[src/rtl/swd_pkg.sv]
// Shared constants and types of the serial wire debug port.
// Assumes one system clock; the debug pins arrive from outside it.
package swd_pkg;

  // ==========================================================
  // Register bus map
  localparam logic [3:0]  OFS_SYSCTRL2  = 4'h0;
  localparam logic [3:0]  OFS_STATUS    = 4'h4;
  localparam int          PINSEL_BIT    = 0;

  // ==========================================================
  // Link timing, in link clock cycles
  localparam logic [5:0]  LINE_RESET_HI = 6'h32;
  localparam logic [5:0]  HI_CNT_MAX    = 6'h3F;
  localparam logic [1:0]  IDLE_LOW_MIN  = 2'h2;
  localparam logic [5:0]  REQ_LAST      = 6'h07;
  localparam logic [5:0]  ACK_LAST      = 6'h02;
  localparam logic [5:0]  DATA_LAST     = 6'h20;

  // ==========================================================
  // Security levels and link codes
  localparam logic [1:0]  SEC_NO_DEBUG  = 2'h2;
  localparam logic [1:0]  SEC_NO_BOOT   = 2'h3;
  localparam logic [2:0]  ACK_OK        = 3'h1;
  localparam logic [2:0]  ACK_WAIT      = 3'h2;
  localparam logic [2:0]  ACK_FAULT     = 3'h4;
  localparam int          RQ_AP         = 1;
  localparam int          RQ_RD         = 2;
  localparam int          RQ_STOP       = 6;
  localparam logic [1:0]  DP_ID_ABORT   = 2'h0;
  localparam logic [1:0]  DP_CTRL       = 2'h1;
  localparam logic [1:0]  DP_RESEND_SEL = 2'h2;
  localparam logic [1:0]  READ_BUFFER_REGISTER     = 2'h3;

  // ==========================================================
  // Control/status, abort and select fields
  localparam int          CS_ORUN_DET   = 0;
  localparam int          CS_STK_ORUN   = 1;
  localparam int          CS_STK_ERR    = 5;
  localparam int          CS_READ_OK    = 6;
  localparam logic [31:0] CS_WMASK      = 32'hF000_0001;
  localparam int          AB_ACCESS     = 0;
  localparam int          AB_STK_ERR    = 2;
  localparam int          AB_ORUN       = 4;
  localparam int          SEL_CTRLSEL   = 0;
  localparam logic [31:0] SEL_WMASK     = 32'hFF00_00F1;

  typedef enum logic [9:0] {
    ST_LINE  = 10'h001,
    ST_RST   = 10'h002,
    ST_IDLE  = 10'h004,
    ST_REQ   = 10'h008,
    ST_TRN1  = 10'h010,
    ST_ACK   = 10'h020,
    ST_TRN2  = 10'h040,
    ST_RDATA = 10'h080,
    ST_WDATA = 10'h100,
    ST_TRN3  = 10'h200
  } link_state_e;

  typedef struct packed {
    logic        read;
    logic        write;
    logic [3:0]  address;
    logic [3:0]  byteenable;
    logic [31:0] writedata;
  } avl_req_s;

  typedef struct packed {
    logic        valid;
    logic        wr;
    logic [7:0]  addr;
    logic [31:0] wdata;
  } ap_req_s;

  typedef struct packed {
    logic        done;
    logic        err;
    logic [31:0] rdata;
  } ap_rsp_s;

  typedef struct packed {
    logic        ap;
    logic        wr;
    logic [1:0]  a;
    logic [31:0] wd;
  } pend_s;

  typedef struct packed {
    logic [1:0]  clk_sy;
    logic [1:0]  dio_sy;
    logic        clk_prev;
    link_state_e state;
    logic [5:0]  cnt;
    logic [5:0]  hi_cnt;
    logic [1:0]  lo_cnt;
    logic [7:0]  req;
    logic [2:0]  ack;
    logic [32:0] sh;
    logic        active;
    logic [31:0] csw;
    logic        stk_err;
    logic        stk_orun;
    logic        read_ok;
    logic        last_ok;
    logic [31:0] sel;
    logic [31:0] wcr;
    logic [31:0] resend;
    logic [31:0] rdbuff;
    logic        pend_v;
    pend_s       pend;
    logic        abort;
    logic        dout;
    logic        oe_n;
    logic        pinsel;
    logic        bus_ack;
    logic [31:0] bus_rd;
  } st_s;

endpackage : swd_pkg

[src/rtl/swd_port.sv]
// Target end of a serial wire debug port with its register bus slave.
// Assumes the debug clock pin is far slower than clk and a pull-up on the data pin.
`timescale 1ns/1ps

// What this block does
// - Power-on or more than 50 high link cycles puts the port in reset.
// - From reset, at least two low link cycles move the port to idle.
// - Until an identification read succeeds, every packet is answered FAULT.
// - One undriven turnaround follows the request, then the port drives the ack.
// - Ack is three bits, bit 0 first: OK 1, WAIT 2, FAULT 4.
// - One undriven turnaround follows the ack before data or next request.
// - Data phase is 32 data bits plus one parity bit.
// - Data follows only OK, unless overrun detect is set.
// - Every field goes least significant bit first.
// - DP reads give OK and data, or WAIT, or FAULT and end.
// - AP reads are posted; the read buffer returns the last result.
// - Read-ok flag updates on every AP read and read buffer read that is answered OK.
// - Writes are buffered; full buffer answers WAIT except id, status, abort.
// - Pin select 0 routes pins to debug, 1 to general or boot use.
// - Security level 2 disables debug, leaving boot programming only.
// - Security level 3 disables debug and boot programming.
// - DP address decode: id/abort, control/wire, resend/select, read buffer.
// - Abort bit 0 abandons the current access.
module swd_port #(
  parameter logic [31:0] ID_CODE = 32'h1234_5677  // Arbitrary identification value
) (
  // System clock and reset
  input  wire logic              clk,
  input  wire logic              rst_n,
  // Register bus
  input  wire swd_pkg::avl_req_s avl_req,
  output logic [31:0]            avl_readdata,
  output logic                   avl_waitrequest,
  // Debug pins
  input  wire logic              debug_clock_pin,
  input  wire logic              debug_data_pin_in,
  output logic                   debug_data_pin_out,
  output logic                   debug_data_pin_oe_n,
  // Pin function
  input  wire logic [1:0]        security_level,
  output logic                   pins_gpio_en,
  output logic                   boot_programming_path_en,
  // Access port side
  output swd_pkg::ap_req_s       ap_req,
  input  wire swd_pkg::ap_rsp_s  ap_rsp,
  output logic                   ap_abort
);

  swd_pkg::st_s s_reg;
  swd_pkg::st_s s_next;
  logic         link_edge;
  logic         din;
  logic         dbg_en;
  logic         rq_ap;
  logic         rq_rd;
  logic [1:0]   rq_a;
  logic         idrd;
  logic         special;
  logic         orun_det;
  logic         bus_req;
  logic [2:0]   ack_pick;
  logic [31:0]  csw_rd;
  logic [31:0]  rd_val;

  // ==========================================================
  // Decode helpers
  assign link_edge = s_reg.clk_sy[1] & ~s_reg.clk_prev;
  assign din       = s_reg.dio_sy[1];
  assign dbg_en    = ~s_reg.pinsel && (security_level < swd_pkg::SEC_NO_DEBUG);
  assign rq_ap     = s_reg.req[swd_pkg::RQ_AP];
  assign rq_rd     = s_reg.req[swd_pkg::RQ_RD];
  assign rq_a      = s_reg.req[4:3];
  assign orun_det  = s_reg.csw[swd_pkg::CS_ORUN_DET];
  assign idrd      = ~rq_ap && rq_rd && (rq_a == swd_pkg::DP_ID_ABORT);
  assign special   = ~rq_ap && ((rq_a == swd_pkg::DP_ID_ABORT) ||
                     (rq_a == swd_pkg::DP_CTRL && rq_rd && ~s_reg.sel[swd_pkg::SEL_CTRLSEL]));
  assign bus_req   = avl_req.read | avl_req.write;

  always_comb begin
    csw_rd = s_reg.csw;
    csw_rd[swd_pkg::CS_STK_ORUN] = s_reg.stk_orun;
    csw_rd[swd_pkg::CS_STK_ERR]  = s_reg.stk_err;
    csw_rd[swd_pkg::CS_READ_OK]  = s_reg.read_ok;
  end

  // Ack choice at the end of the first turnaround
  always_comb begin
    if (!s_reg.active && !idrd) begin
      ack_pick = swd_pkg::ACK_FAULT;
    end else if (s_reg.stk_err && !special) begin
      ack_pick = swd_pkg::ACK_FAULT;
    end else if (s_reg.pend_v && !special) begin
      ack_pick = swd_pkg::ACK_WAIT;
    end else begin
      ack_pick = swd_pkg::ACK_OK;
    end
  end

  // Read value by address
  always_comb begin
    rd_val = s_reg.rdbuff;
    if (!rq_ap) begin
      case (rq_a)
        swd_pkg::DP_ID_ABORT:   rd_val = ID_CODE;
        swd_pkg::DP_CTRL:       rd_val = s_reg.sel[swd_pkg::SEL_CTRLSEL] ? s_reg.wcr : csw_rd;
        swd_pkg::DP_RESEND_SEL: rd_val = s_reg.resend;
        default:                rd_val = s_reg.rdbuff;
      endcase
    end
  end

  // ==========================================================
  // Next state
  always_comb begin
    s_next          = s_reg;
    s_next.clk_sy   = {s_reg.clk_sy[0], debug_clock_pin};
    s_next.dio_sy   = {s_reg.dio_sy[0], debug_data_pin_in};
    s_next.clk_prev = s_reg.clk_sy[1];
    s_next.abort    = 1'b0;
    s_next.bus_ack  = bus_req & ~s_reg.bus_ack;

    // Buffered write or posted read drain
    if (s_reg.pend_v && !s_reg.pend.ap) begin
      if (s_reg.pend.a == swd_pkg::DP_CTRL) begin
        if (s_reg.sel[swd_pkg::SEL_CTRLSEL]) begin
          s_next.wcr = s_reg.pend.wd;
        end else begin
          s_next.csw = s_reg.pend.wd & swd_pkg::CS_WMASK;
        end
      end else if (s_reg.pend.a == swd_pkg::DP_RESEND_SEL) begin
        s_next.sel = s_reg.pend.wd & swd_pkg::SEL_WMASK;
      end
      s_next.pend_v = 1'b0;
    end else if (s_reg.pend_v && ap_rsp.done) begin
      s_next.pend_v = 1'b0;
      if (!s_reg.pend.wr) begin
        s_next.rdbuff  = ap_rsp.rdata;
        s_next.last_ok = ~ap_rsp.err;
      end
      if (ap_rsp.err) begin
        s_next.stk_err = 1'b1;
      end
    end

    // Link sequencing on each rising link clock edge
    if (link_edge) begin
      case (s_reg.state)
        swd_pkg::ST_LINE: begin
          s_next.oe_n = 1'b1;
        end
        swd_pkg::ST_RST: begin
          if (din) begin
            s_next.lo_cnt = 2'h0;
          end else if (s_reg.lo_cnt + 2'h1 >= swd_pkg::IDLE_LOW_MIN) begin
            s_next.state  = swd_pkg::ST_IDLE;
          end else begin
            s_next.lo_cnt = s_reg.lo_cnt + 2'h1;
          end
        end
        swd_pkg::ST_IDLE: begin
          if (din) begin
            s_next.req   = 8'h01;
            s_next.cnt   = 6'h01;
            s_next.state = swd_pkg::ST_REQ;
          end
        end
        swd_pkg::ST_REQ: begin
          s_next.req[s_reg.cnt[2:0]] = din;
          s_next.cnt = s_reg.cnt + 6'h01;
          if (s_reg.cnt == swd_pkg::REQ_LAST) begin
            if (^s_next.req[5:1] || s_next.req[swd_pkg::RQ_STOP]) begin
              s_next.state = swd_pkg::ST_LINE;
            end else begin
              s_next.state = swd_pkg::ST_TRN1;
            end
          end
        end
        swd_pkg::ST_TRN1: begin
          s_next.ack   = ack_pick;
          s_next.dout  = ack_pick[0];
          s_next.oe_n  = 1'b0;
          s_next.cnt   = 6'h00;
          s_next.state = swd_pkg::ST_ACK;
          s_next.sh    = 33'h0_0000_0000;
          if (ack_pick != swd_pkg::ACK_OK && orun_det) begin
            s_next.stk_orun = 1'b1;
          end
          if (ack_pick == swd_pkg::ACK_OK && rq_rd) begin
            s_next.sh     = {^rd_val, rd_val};
            s_next.resend = rd_val;
            if (idrd) begin
              s_next.active = 1'b1;
            end
            if (rq_ap || rq_a == swd_pkg::READ_BUFFER_REGISTER) begin
              s_next.read_ok = s_reg.last_ok;
            end
            if (rq_ap) begin
              s_next.pend_v = 1'b1;
              s_next.pend   = '{ap: 1'b1, wr: 1'b0, a: rq_a, wd: 32'h0000_0000};
            end
          end
        end
        swd_pkg::ST_ACK: begin
          s_next.cnt = s_reg.cnt + 6'h01;
          if (s_reg.cnt == swd_pkg::ACK_LAST) begin
            s_next.oe_n  = 1'b1;
            s_next.state = swd_pkg::ST_TRN2;
          end else begin
            s_next.dout = s_reg.ack[s_reg.cnt[1:0] + 2'h1];
          end
        end
        swd_pkg::ST_TRN2: begin
          s_next.cnt = 6'h00;
          if (s_reg.ack != swd_pkg::ACK_OK && !orun_det) begin
            s_next.state = swd_pkg::ST_IDLE;
          end else if (rq_rd) begin
            s_next.dout  = s_reg.sh[0];
            s_next.sh    = {1'b0, s_reg.sh[32:1]};
            s_next.oe_n  = 1'b0;
            s_next.state = swd_pkg::ST_RDATA;
          end else begin
            s_next.state = swd_pkg::ST_WDATA;
          end
        end
        swd_pkg::ST_RDATA: begin
          s_next.cnt = s_reg.cnt + 6'h01;
          if (s_reg.cnt == swd_pkg::DATA_LAST) begin
            s_next.oe_n  = 1'b1;
            s_next.state = swd_pkg::ST_TRN3;
          end else begin
            s_next.dout = s_reg.sh[0];
            s_next.sh   = {1'b0, s_reg.sh[32:1]};
          end
        end
        swd_pkg::ST_WDATA: begin
          s_next.sh  = {din, s_reg.sh[32:1]};
          s_next.cnt = s_reg.cnt + 6'h01;
          if (s_reg.cnt == swd_pkg::DATA_LAST) begin
            s_next.state = swd_pkg::ST_IDLE;
            if (s_reg.ack == swd_pkg::ACK_OK) begin
              if (^s_next.sh) begin
                s_next.stk_err = 1'b1;
              end else if (!rq_ap && rq_a == swd_pkg::DP_ID_ABORT) begin
                if (s_next.sh[swd_pkg::AB_ACCESS]) begin
                  s_next.pend_v = 1'b0;
                  s_next.abort  = 1'b1;
                end
                if (s_next.sh[swd_pkg::AB_STK_ERR]) begin
                  s_next.stk_err = s_reg.pend_v && s_reg.pend.ap && ap_rsp.done && ap_rsp.err;
                end
                if (s_next.sh[swd_pkg::AB_ORUN]) begin
                  s_next.stk_orun = 1'b0;
                end
              end else if (rq_ap || rq_a != swd_pkg::READ_BUFFER_REGISTER) begin
                s_next.pend_v = 1'b1;
                s_next.pend   = '{ap: rq_ap, wr: 1'b1, a: rq_a, wd: s_next.sh[31:0]};
              end
            end
          end
        end
        swd_pkg::ST_TRN3: begin
          s_next.state = swd_pkg::ST_IDLE;
        end
        default: begin
          s_next.state = swd_pkg::ST_LINE;
        end
      endcase

      // Line reset watch while the host owns the line
      if (s_reg.oe_n && din) begin
        if (s_reg.hi_cnt != swd_pkg::HI_CNT_MAX) begin
          s_next.hi_cnt = s_reg.hi_cnt + 6'h01;
        end
        if (s_next.hi_cnt > swd_pkg::LINE_RESET_HI) begin
          s_next.state  = swd_pkg::ST_RST;
          s_next.lo_cnt = 2'h0;
          s_next.active = 1'b0;
          s_next.oe_n   = 1'b1;
        end
      end else begin
        s_next.hi_cnt = 6'h00;
      end
    end

    // Pins taken away from the debug port
    if (!dbg_en) begin
      s_next.state  = swd_pkg::ST_LINE;
      s_next.oe_n   = 1'b1;
      s_next.active = 1'b0;
    end

    // Register bus slave, one wait state
    if (bus_req && !s_reg.bus_ack) begin
      case (avl_req.address)
        swd_pkg::OFS_SYSCTRL2: s_next.bus_rd = {31'h0000_0000, s_reg.pinsel};
        swd_pkg::OFS_STATUS:   s_next.bus_rd = {26'h000_0000, orun_det, s_reg.read_ok,
                                                s_reg.pend_v, s_reg.stk_err, dbg_en,
                                                s_reg.active};
        default:               s_next.bus_rd = 32'h0000_0000;
      endcase
    end
    if (avl_req.write && s_reg.bus_ack && avl_req.address == swd_pkg::OFS_SYSCTRL2 &&
        avl_req.byteenable[0]) begin
      s_next.pinsel = avl_req.writedata[swd_pkg::PINSEL_BIT];
    end
  end

  always_ff @(posedge clk) begin
    if (!rst_n) begin
      s_reg        <= '0;
      s_reg.state  <= swd_pkg::ST_RST;
      s_reg.oe_n   <= 1'b1;
      s_reg.dout   <= 1'b1;
    end else begin
      s_reg <= s_next;
    end
  end

  // ==========================================================
  // Outputs
  assign avl_readdata             = s_reg.bus_rd;
  assign avl_waitrequest          = bus_req & ~s_reg.bus_ack;
  assign debug_data_pin_out       = s_reg.dout;
  assign debug_data_pin_oe_n      = s_reg.oe_n;
  assign pins_gpio_en             = s_reg.pinsel;
  assign boot_programming_path_en = s_reg.pinsel && (security_level != swd_pkg::SEC_NO_BOOT);
  assign ap_req   = '{valid: s_reg.pend_v & s_reg.pend.ap, wr: s_reg.pend.wr,
                      addr: {s_reg.sel[7:4], s_reg.pend.a, 2'h0}, wdata: s_reg.pend.wd};
  assign ap_abort = s_reg.abort;
endmodule : swd_port

[config.mk]
export PLATFORM = sky130hd
export DESIGN_NAME = swd_port
export DESIGN_NICKNAME = d
export VERILOG_FILES = /design/src/rtl/swd_pkg.sv /design/src/rtl/swd_port.sv
export SDC_FILE = /design/constraint.sdc
export NUM_CORES = 1
export LEC_CHECK = 0
export ABC_CLOCK_PERIOD_IN_PS = 2930
export BUFFER_PORTS_ARGS = -buffer_cell sky130_fd_sc_hd__buf_2
export CORE_AREA = 8 8 188 190
export CTS_CLUSTER_SIZE = 10
export DETAILED_ROUTE_END_ITERATION = 10
export DIE_AREA = 0 0 196 198
export GPL_TIMING_DRIVEN = 1
export PLACE_DENSITY = 0.64
export SLEW_MARGIN = 20
export SYNTH_ARGS = -nofsm -noshare
export SYNTH_HDL_FRONTEND = slang
export SYNTH_SLANG_ARGS = --single-unit
[constraint.sdc]
create_clock -name clk -period 2.93 [get_ports clk]
set_input_delay 0.586 -clock clk [delete_from_list [all_inputs] [get_ports clk]]
set_output_delay 0.586 -clock clk [all_outputs]
set_load 0.005 [all_outputs]
==> results.md, run 1 <==
- Port Buffer Count: 99
- Diodes inserted: 0
- RSZ-0062 raised after global routing: true
- Outcome: complete, no violations
- Hold crit path type: primary input to flip-flop
- Congestion Overflow GR: 0
- GRT Overall Usage: 18.77%
- Crit-path leading delay family: XOR/XNOR gates
- Multi-input logic area: 6739 µm²
- Post-synthesis sequential area ratio: 37.94%
- Max reg flops: 165
- First-pass GRT wire length: 59550 µm
- Worst Hold End: s_next[309]
- Clock sinks: 230
- Later-pin clock latency in the skew report: 0.54 ns
- GR peak layer: met2
- Fin crit share: 98.34%
- Pre-antenna DRT Iters: 5
- Die Y-Extent: 198 µm
- Setup WS post-layout: 0.04855 ns
- Number of global-route vias before repair: 10640
- Final nets: 1754
- Most common cell after layout, fill and taps aside: nand2_1
- #FFs+latches synth: 230
- Setup CP Type: flip-flop to flip-flop
- Initial Util: 37.68%
- Slew headroom: 41.61%
- Worst Min Path Start: debug_data_pin_in
- Critical Path Max Stage Delay: 0.49 ns
- Power Density: 450.7 nW/µm²
- Final Slew Violations: 0
- Tmin final: 2.881 ns
- Yosys top cell by area: dfxtp_1
- Hold Path Depth: 2
- Largest fanout on the critical path: 17
- Clock Skew: 0.01220 ns
- Bufs on Longest Clock Path: 3
- Num ports: 162
- Most frequent cells in the layout: nand2_1, dfxtp_1, a21oi_1
- Core Footprint: 32210 µm²
- Depth of the most critical reg-to-reg path: 12
- RR Endpoint: ap_req[28]
- Critical Path End Type: flip-flop
- Crit-path most repeated cell: xnor2_1
- Reg2Reg Launch Point: s_reg[255]
- Share of the synthesized area in the top cell type: 37.94%
- GR Util met1: 25.19%
- Startpoint types: flip-flop
- Req. time, crit path: 3.39 ns
- GR Util met2: 30.35%
- Via Count: 11690
- Slack of the worst reg-to-reg path: 0.05 ns
- Register Area: 4608 µm²
- Cts bufs inserted: 28
- Routed WL: 38860 µm
- Area grow syn2layout: 17.81%
- Leak Pwr: 5.142 nW
- H-tree levels: 1
- Root Driver: clkbuf_16
- Fillcell total: 3270
- Setup slack at placement: 0.005661 ns
- Final Setup Violations: 0
- Wire per inst: 18.65 µm
- CP cell instances: xor2_1 -> xnor2_1 -> xnor2_1 -> xnor3_1 -> xnor2_1 -> buf_4 -> nand3_2 -> a221oi_4 -> buf_6 -> clkbuf_16 -> nand3_1 -> a21oi_1
- Max_cap viols: 0
- GPL Wtd Cong: 0.8862
- Syn_area_per_cell: 7.613 µm²
- Dpl hpwl: 27540 µm
- Die W: 196 µm
- Post-synth ARST share: 0%
- Largest net degree at the start of global routing: 82
- Crit path max-delay cell type: dfxtp_1
- WP buf/inv: 3
- Peak VDD IR: 0.3682 mV
- Post-synth EDFFs: 0
- Post-route ant nets: 0
- Top_reg_cell synth: dfxtp_1
- Crit path DAT: 3.35 ns
- Post-route DRC: 0
- Synth area leaders: dfxtp_1, a21oi_1, nand2_1
- CTS tree: done
- Yosys cell types: 73
- Achievable Freq: 347.0 MHz
- Initial antenna violation count: 1
- Share of cells above drive strength 1: 18.02%
- Final Hold Fails: 0
- Row count: 66
- CTS clk-pin slew, worst paths: 0.06 ns
- Setup tns final: 0 ns
- Drt first-iter violations: 999
- Critical path depth: 12
- Die area: 38810 µm²
- Worst-Margin Slew: 0.8678 ns
- Post-Syn Instances: 1594
- Pwr Total: 0.006443 W
- Cell Area, Synth: 12140 µm²
- M3 GR Usage: 2.852%
- Via density: 5.609
- YS warnings: 0
## worst max-delay path by stage
stage	end	start	slack, ns
4_1_cts	s_reg[271]	s_reg[297]	0.007
3_5_place_dp	s_reg[271]	rq_a[0]	0.006
2_1_floorplan	ap_req[10]	s_reg[299]	0.08
3_3_place_gp	s_reg[271]	rq_a[1]	0.03
5_1_grt	ap_req[3]	s_reg[263]	-0.06
6_report	ap_req[28]	s_reg[255]	0.05
## power breakdown
part	leakage, nW	internal (W)	switching (W)
logic	2.89	0.0000714	0.000137
clock network	0.392	0.00181	0.00129
registers	1.85	0.00314	0.00000435
total	5.14	0.00501	0.00143
## cells by family after synthesis
kind of cell,after synthesis,synth area share (%)
AO/OA/AOI/OAI,442,22.20
AND/OR/NAND/NOR,627,23.74
adder cells (fa/ha/maj),5,0.5155
XOR/XNOR,59,4.485
flip-flops,230,37.94
other,1,0.03090
multiplexers,24,2.010
buffers and inverters,206,9.073
## cells in the mapped netlist, types with 6 or more instances
library cell    n
dfxtp_1       230
a31oi_1         7
nand4b_1        7
nand4_1         8
a211oi_1       45
xnor2_1        47
nand2_1       256
buf_4          74
or3_1           9
mux2i_1        21
o22ai_1        12
and3_1          8
a2bb2oi_1      13
a21oi_1       226
xor2_1         10
clkbuf_1       92
inv_1          16
nand3b_1       10
nor2b_1        11
nor3b_1         7
nor3_1         39
nor2_1        165
nor4_1          6
and2_1         10
nand2b_1       11
a22oi_1        25
a221oi_1        9
o21ai_0        51
nand3_1        52
buf_2          16
## metal layers
layer  part of all wire, %  vias to the layer above
met4                   3.5                        2
met2                    45                      442
met1                    45                     5559
met5                 0.033                        -
met3                   6.8                       72
li1                      -                     5614
## worst register-to-register path, cell delays in order, from the launching register on
cell and delay (ns):
dfxtp_1 0.49, xor2_1 0.23, xnor2_1 0.11, xnor2_1 0.21
xnor3_1 0.35, xnor2_1 0.21, buf_4 0.18, nand3_2 0.13
a221oi_4 0.27, buf_6 0.18, clkbuf_16 0.20, nand3_1 0.09
a21oi_1 0.15
## stage by stage
stage,cell area (µm²),util [%],hold WS (ns),instances
6_report,14300,44.39,0.2528,2084
5_1_grt,14300,44.39,0.2417,2084
4_1_cts,13890,43.13,0.2410,2070
3_5_place_dp,13100,40.68,0.4203,2031
3_3_place_gp,13100,40.68,0.4191,2031
2_1_floorplan,12240,-,0.4119,1621
## area by class of cell
| cell class | instances | area share (%) |
|---|---|---|
| Clock inverter | 4 | 0.1400 |
| Multi-Input combinational cell | 1185 | 47.14 |
| Clock buffer | 35 | 5.374 |
| Inverter | 16 | 0.4551 |
| Sequential cell | 230 | 32.23 |
| Tap cell | 408 | 3.571 |
| Timing Repair Buffer | 206 | 11.09 |
## repair_timing
item | 4_1_cts | 5_1_grt
hold buffers | 0 | 0
setup buffers | 0 | 9
cloned | 0 | 5
setup endpoints to repair | 1 | 60
gates resized for setup | 1 | 42
pin swaps | 0 | 15
hold endpoints to repair | 0 | 0
Power figures use the tool's default switching activity.
==> run 2, diff against run 1 <==
Settings changed: ABC_AREA set to 1, CORE_AREA 8 8 188 190 to 8 8 194 196, DIE_AREA 0 0 196 198 to 0 0 202 204, MAX_ROUTING_LAYER set to met4.
==> run 2 against run 1 <==
Non-clock buffer count is 71 lower. Critical path type unchanged. Critical endpoint is now s_reg[271]. Clock skew up 0.0056 ns. Total power up 3.4%. Highest routed layer is now met4.
==> results.md, run 2 <==
- Fin crit share: 91.97%
- Post-synthesis sequential area ratio: 35.49%
- Row count: 69
- Final Hold Fails: 0
- Fillcell total: 3611
- Die W: 202 µm
- Via density: 5.010
- Post-CTS sizing: 0
- Syn_area_per_cell: 6.552 µm²
- Port Buffer Count: 99
- Die area: 41210 µm²
- Synth area leaders: dfxtp_1, nand2_1, nor2_1
- Yosys cell types: 51
- Post-route ant nets: 0
- Number of global-route vias before repair: 11150
- Drt first-iter violations: 1038
- Initial Util: 37.29%
- Largest fanout on the critical path: 14
- Post-route DRC: 0
- Crit path DAT: 3.19 ns
- Worst Hold End: s_next[311]
- Depth of the most critical reg-to-reg path: 19
- DP Area: 13450 µm²
- Via Count: 12450
- Cts bufs inserted: 29
- Outcome: complete, no violations
- Final Setup Violations: 0
- Final Instance Area: 14340 µm²
- Worst-Margin Slew: 0.8189 ns
- Slack of the worst reg-to-reg path: 0.24 ns
- Setup WS post-layout: 0.2352 ns
- Share of the synthesized area in the top cell type: 35.49%
- Bufs on Longest Clock Path: 3
- Setup slack at placement: 0.1842 ns
- CTS clk-pin slew, worst paths: 0.06 ns
- Most frequent cells in the layout: nand2_1, dfxtp_1, nor2_1
- Die Y-Extent: 204 µm
- H-tree levels: 1
- Later-pin clock latency in the skew report: 0.57 ns
- Hold Path Depth: 3
- Pre-antenna DRT Iters: 5
- Critical Path End Type: flip-flop
- Share of cells above drive strength 1: 13.29%
- Most frequent cells after synthesis: nand2_1, dfxtp_1, nor2_1
- Setup CP Type: flip-flop to flip-flop
- Yosys top cell by area: dfxtp_1
- Largest net degree at the start of global routing: 119
- Max_cap viols: 0
- Cell Area, Synth: 12970 µm²
- Post-CTS setup buffer count: 0
- Count leader, synth: nand2_1
- RR Endpoint: s_reg[271]
- First-pass GRT wire length: 61800 µm
- Setup tns final: 0 ns
- Initial antenna violation count: 0
- Hold crit path type: primary input to flip-flop
- Num ports: 162
- YS warnings: 0
- #FFs+latches synth: 230
- Dpl hpwl: 28250 µm
- Reg2Reg Launch Point: rq_a[1]
- Leak Pwr: 6.474 nW
- Congestion Overflow GR: 0
- Achievable Freq: 371.1 MHz
- Startpoint types: flip-flop
- Pwr Total: 0.006665 W
- Post-synth ARST share: 0%
- Final nets: 2098
- Peak VDD IR: 0.3807 mV
- CTS tree: done
- Diodes inserted: 0
- Clock Skew: 0.01780 ns
- Worst Min Path Start: debug_clock_pin
- Slew headroom: 44.83%
- RSZ-0062 raised after global routing: false
- Post-Syn Instances: 1980
- Cts hold-fix bufs: 0
- Post-synth EDFFs: 0
- Most common cell after layout, fill and taps aside: nand2_1
- GPL Wtd Cong: 0.9243
- Final Hold Slack: 0.2112 ns
- Max reg flops: 165
- Routed WL: 38620 µm
- Final Slew Violations: 0
- Wire per inst: 15.54 µm
- Clock sinks: 230
- Power Density: 464.9 nW/µm²
- Core Footprint: 34790 µm²
- Area grow syn2layout: 10.52%
- Req. time, crit path: 3.43 ns
- GRT Overall Usage: 18.67%
- Root Driver: clkbuf_16
- Tmin final: 2.695 ns
- Top_reg_cell synth: dfxtp_1
## run 2: cell type report
type | count | area (µm²) | share of cell area [%]
flip-flops and latches | 230 | 4604 | 32.11
well taps | 461 | 576.8 | 4.023
clock inverters | 4 | 52.55 | 0.3665
inverters | 195 | 734.5 | 5.123
multi-input cells | 1420 | 6736 | 46.98
repair buffers | 135 | 825.8 | 5.760
clock buffers | 40 | 807.0 | 5.629
## run 2: how the worst max path moves through the flow
stage	startpoint	to	slack, ns	cells past startpoint
4_1_cts	s_reg[268]	ap_req[35]	0.18	15
3_5_place_dp	s_reg[268]	ap_req[35]	0.18	15
6_report	rq_a[1]	s_reg[271]	0.24	19
5_1_grt	rq_ap	s_reg[271]	0.05	16
3_3_place_gp	s_reg[268]	ap_req[35]	0.23	17
2_1_floorplan	s_reg[291]	ap_req[10]	0.89	12
## run 2: power by group
part           leakage [nW]  internal (W)  switching (W)
Sequential             1.85       0.00314     0.00000774
Clock                 0.422       0.00197        0.00134
Combinational          4.20     0.0000631       0.000135
Total                  6.47       0.00518        0.00149
## run 2: logic make-up (layout without fill, tap and decap cells)
kind of cell | count (synthesis) | after routing | synth area share [%]
other cells | 1 | 28 | 0.02891
flops | 230 | 230 | 35.49
mux | 1 | 1 | 0.08680
compound gates | 394 | 394 | 17.03
buf+inv | 357 | 374 | 13.44
xor+xnor | 33 | 33 | 2.228
simple gates | 959 | 959 | 31.21
fa+ha+maj | 5 | 5 | 0.4823
## run 2: critical path, cell delays in order (launching register included)
cell and delay, ns:
dfxtp_1 0.37, inv_2 0.31, nand2_1 0.19, nor2_2 0.31
nand2_1 0.12, nand2_1 0.08, nand2_1 0.08, nand2_1 0.19
nand2_1 0.10, inv_1 0.06, nor2_1 0.05, nand2_1 0.06
nand2_1 0.07, nand2_1 0.06, nand2_1 0.06, nand2_1 0.06
nand2_1 0.07, nand2_1 0.08, nand3_1 0.13, a21oi_1 0.16
## run 2: metrics by stage
| stage | util, % | std cells |
|---|---|---|
| after floorplan | - | 2007 |
| after global placement | 38.66 | 2440 |
| after detailed placement | 38.66 | 2440 |
| after CTS | 41.13 | 2484 |
| after global routing | 41.21 | 2485 |
| final | 41.21 | 2485 |
## run 2: metal layers
layer / share of wire [%] / wire length (µm) / GRT usage [%] / up-vias
li1: - / - / - / 6338
met2: 41 / 15830 / 26.37 / 410
met3: 7.2 / 2780 / 3.027 / 52
met4: 2.2 / 849 / 4.827 / 0
met5: 0 / 0 / - / -
met1: 50 / 19160 / 27.12 / 5651
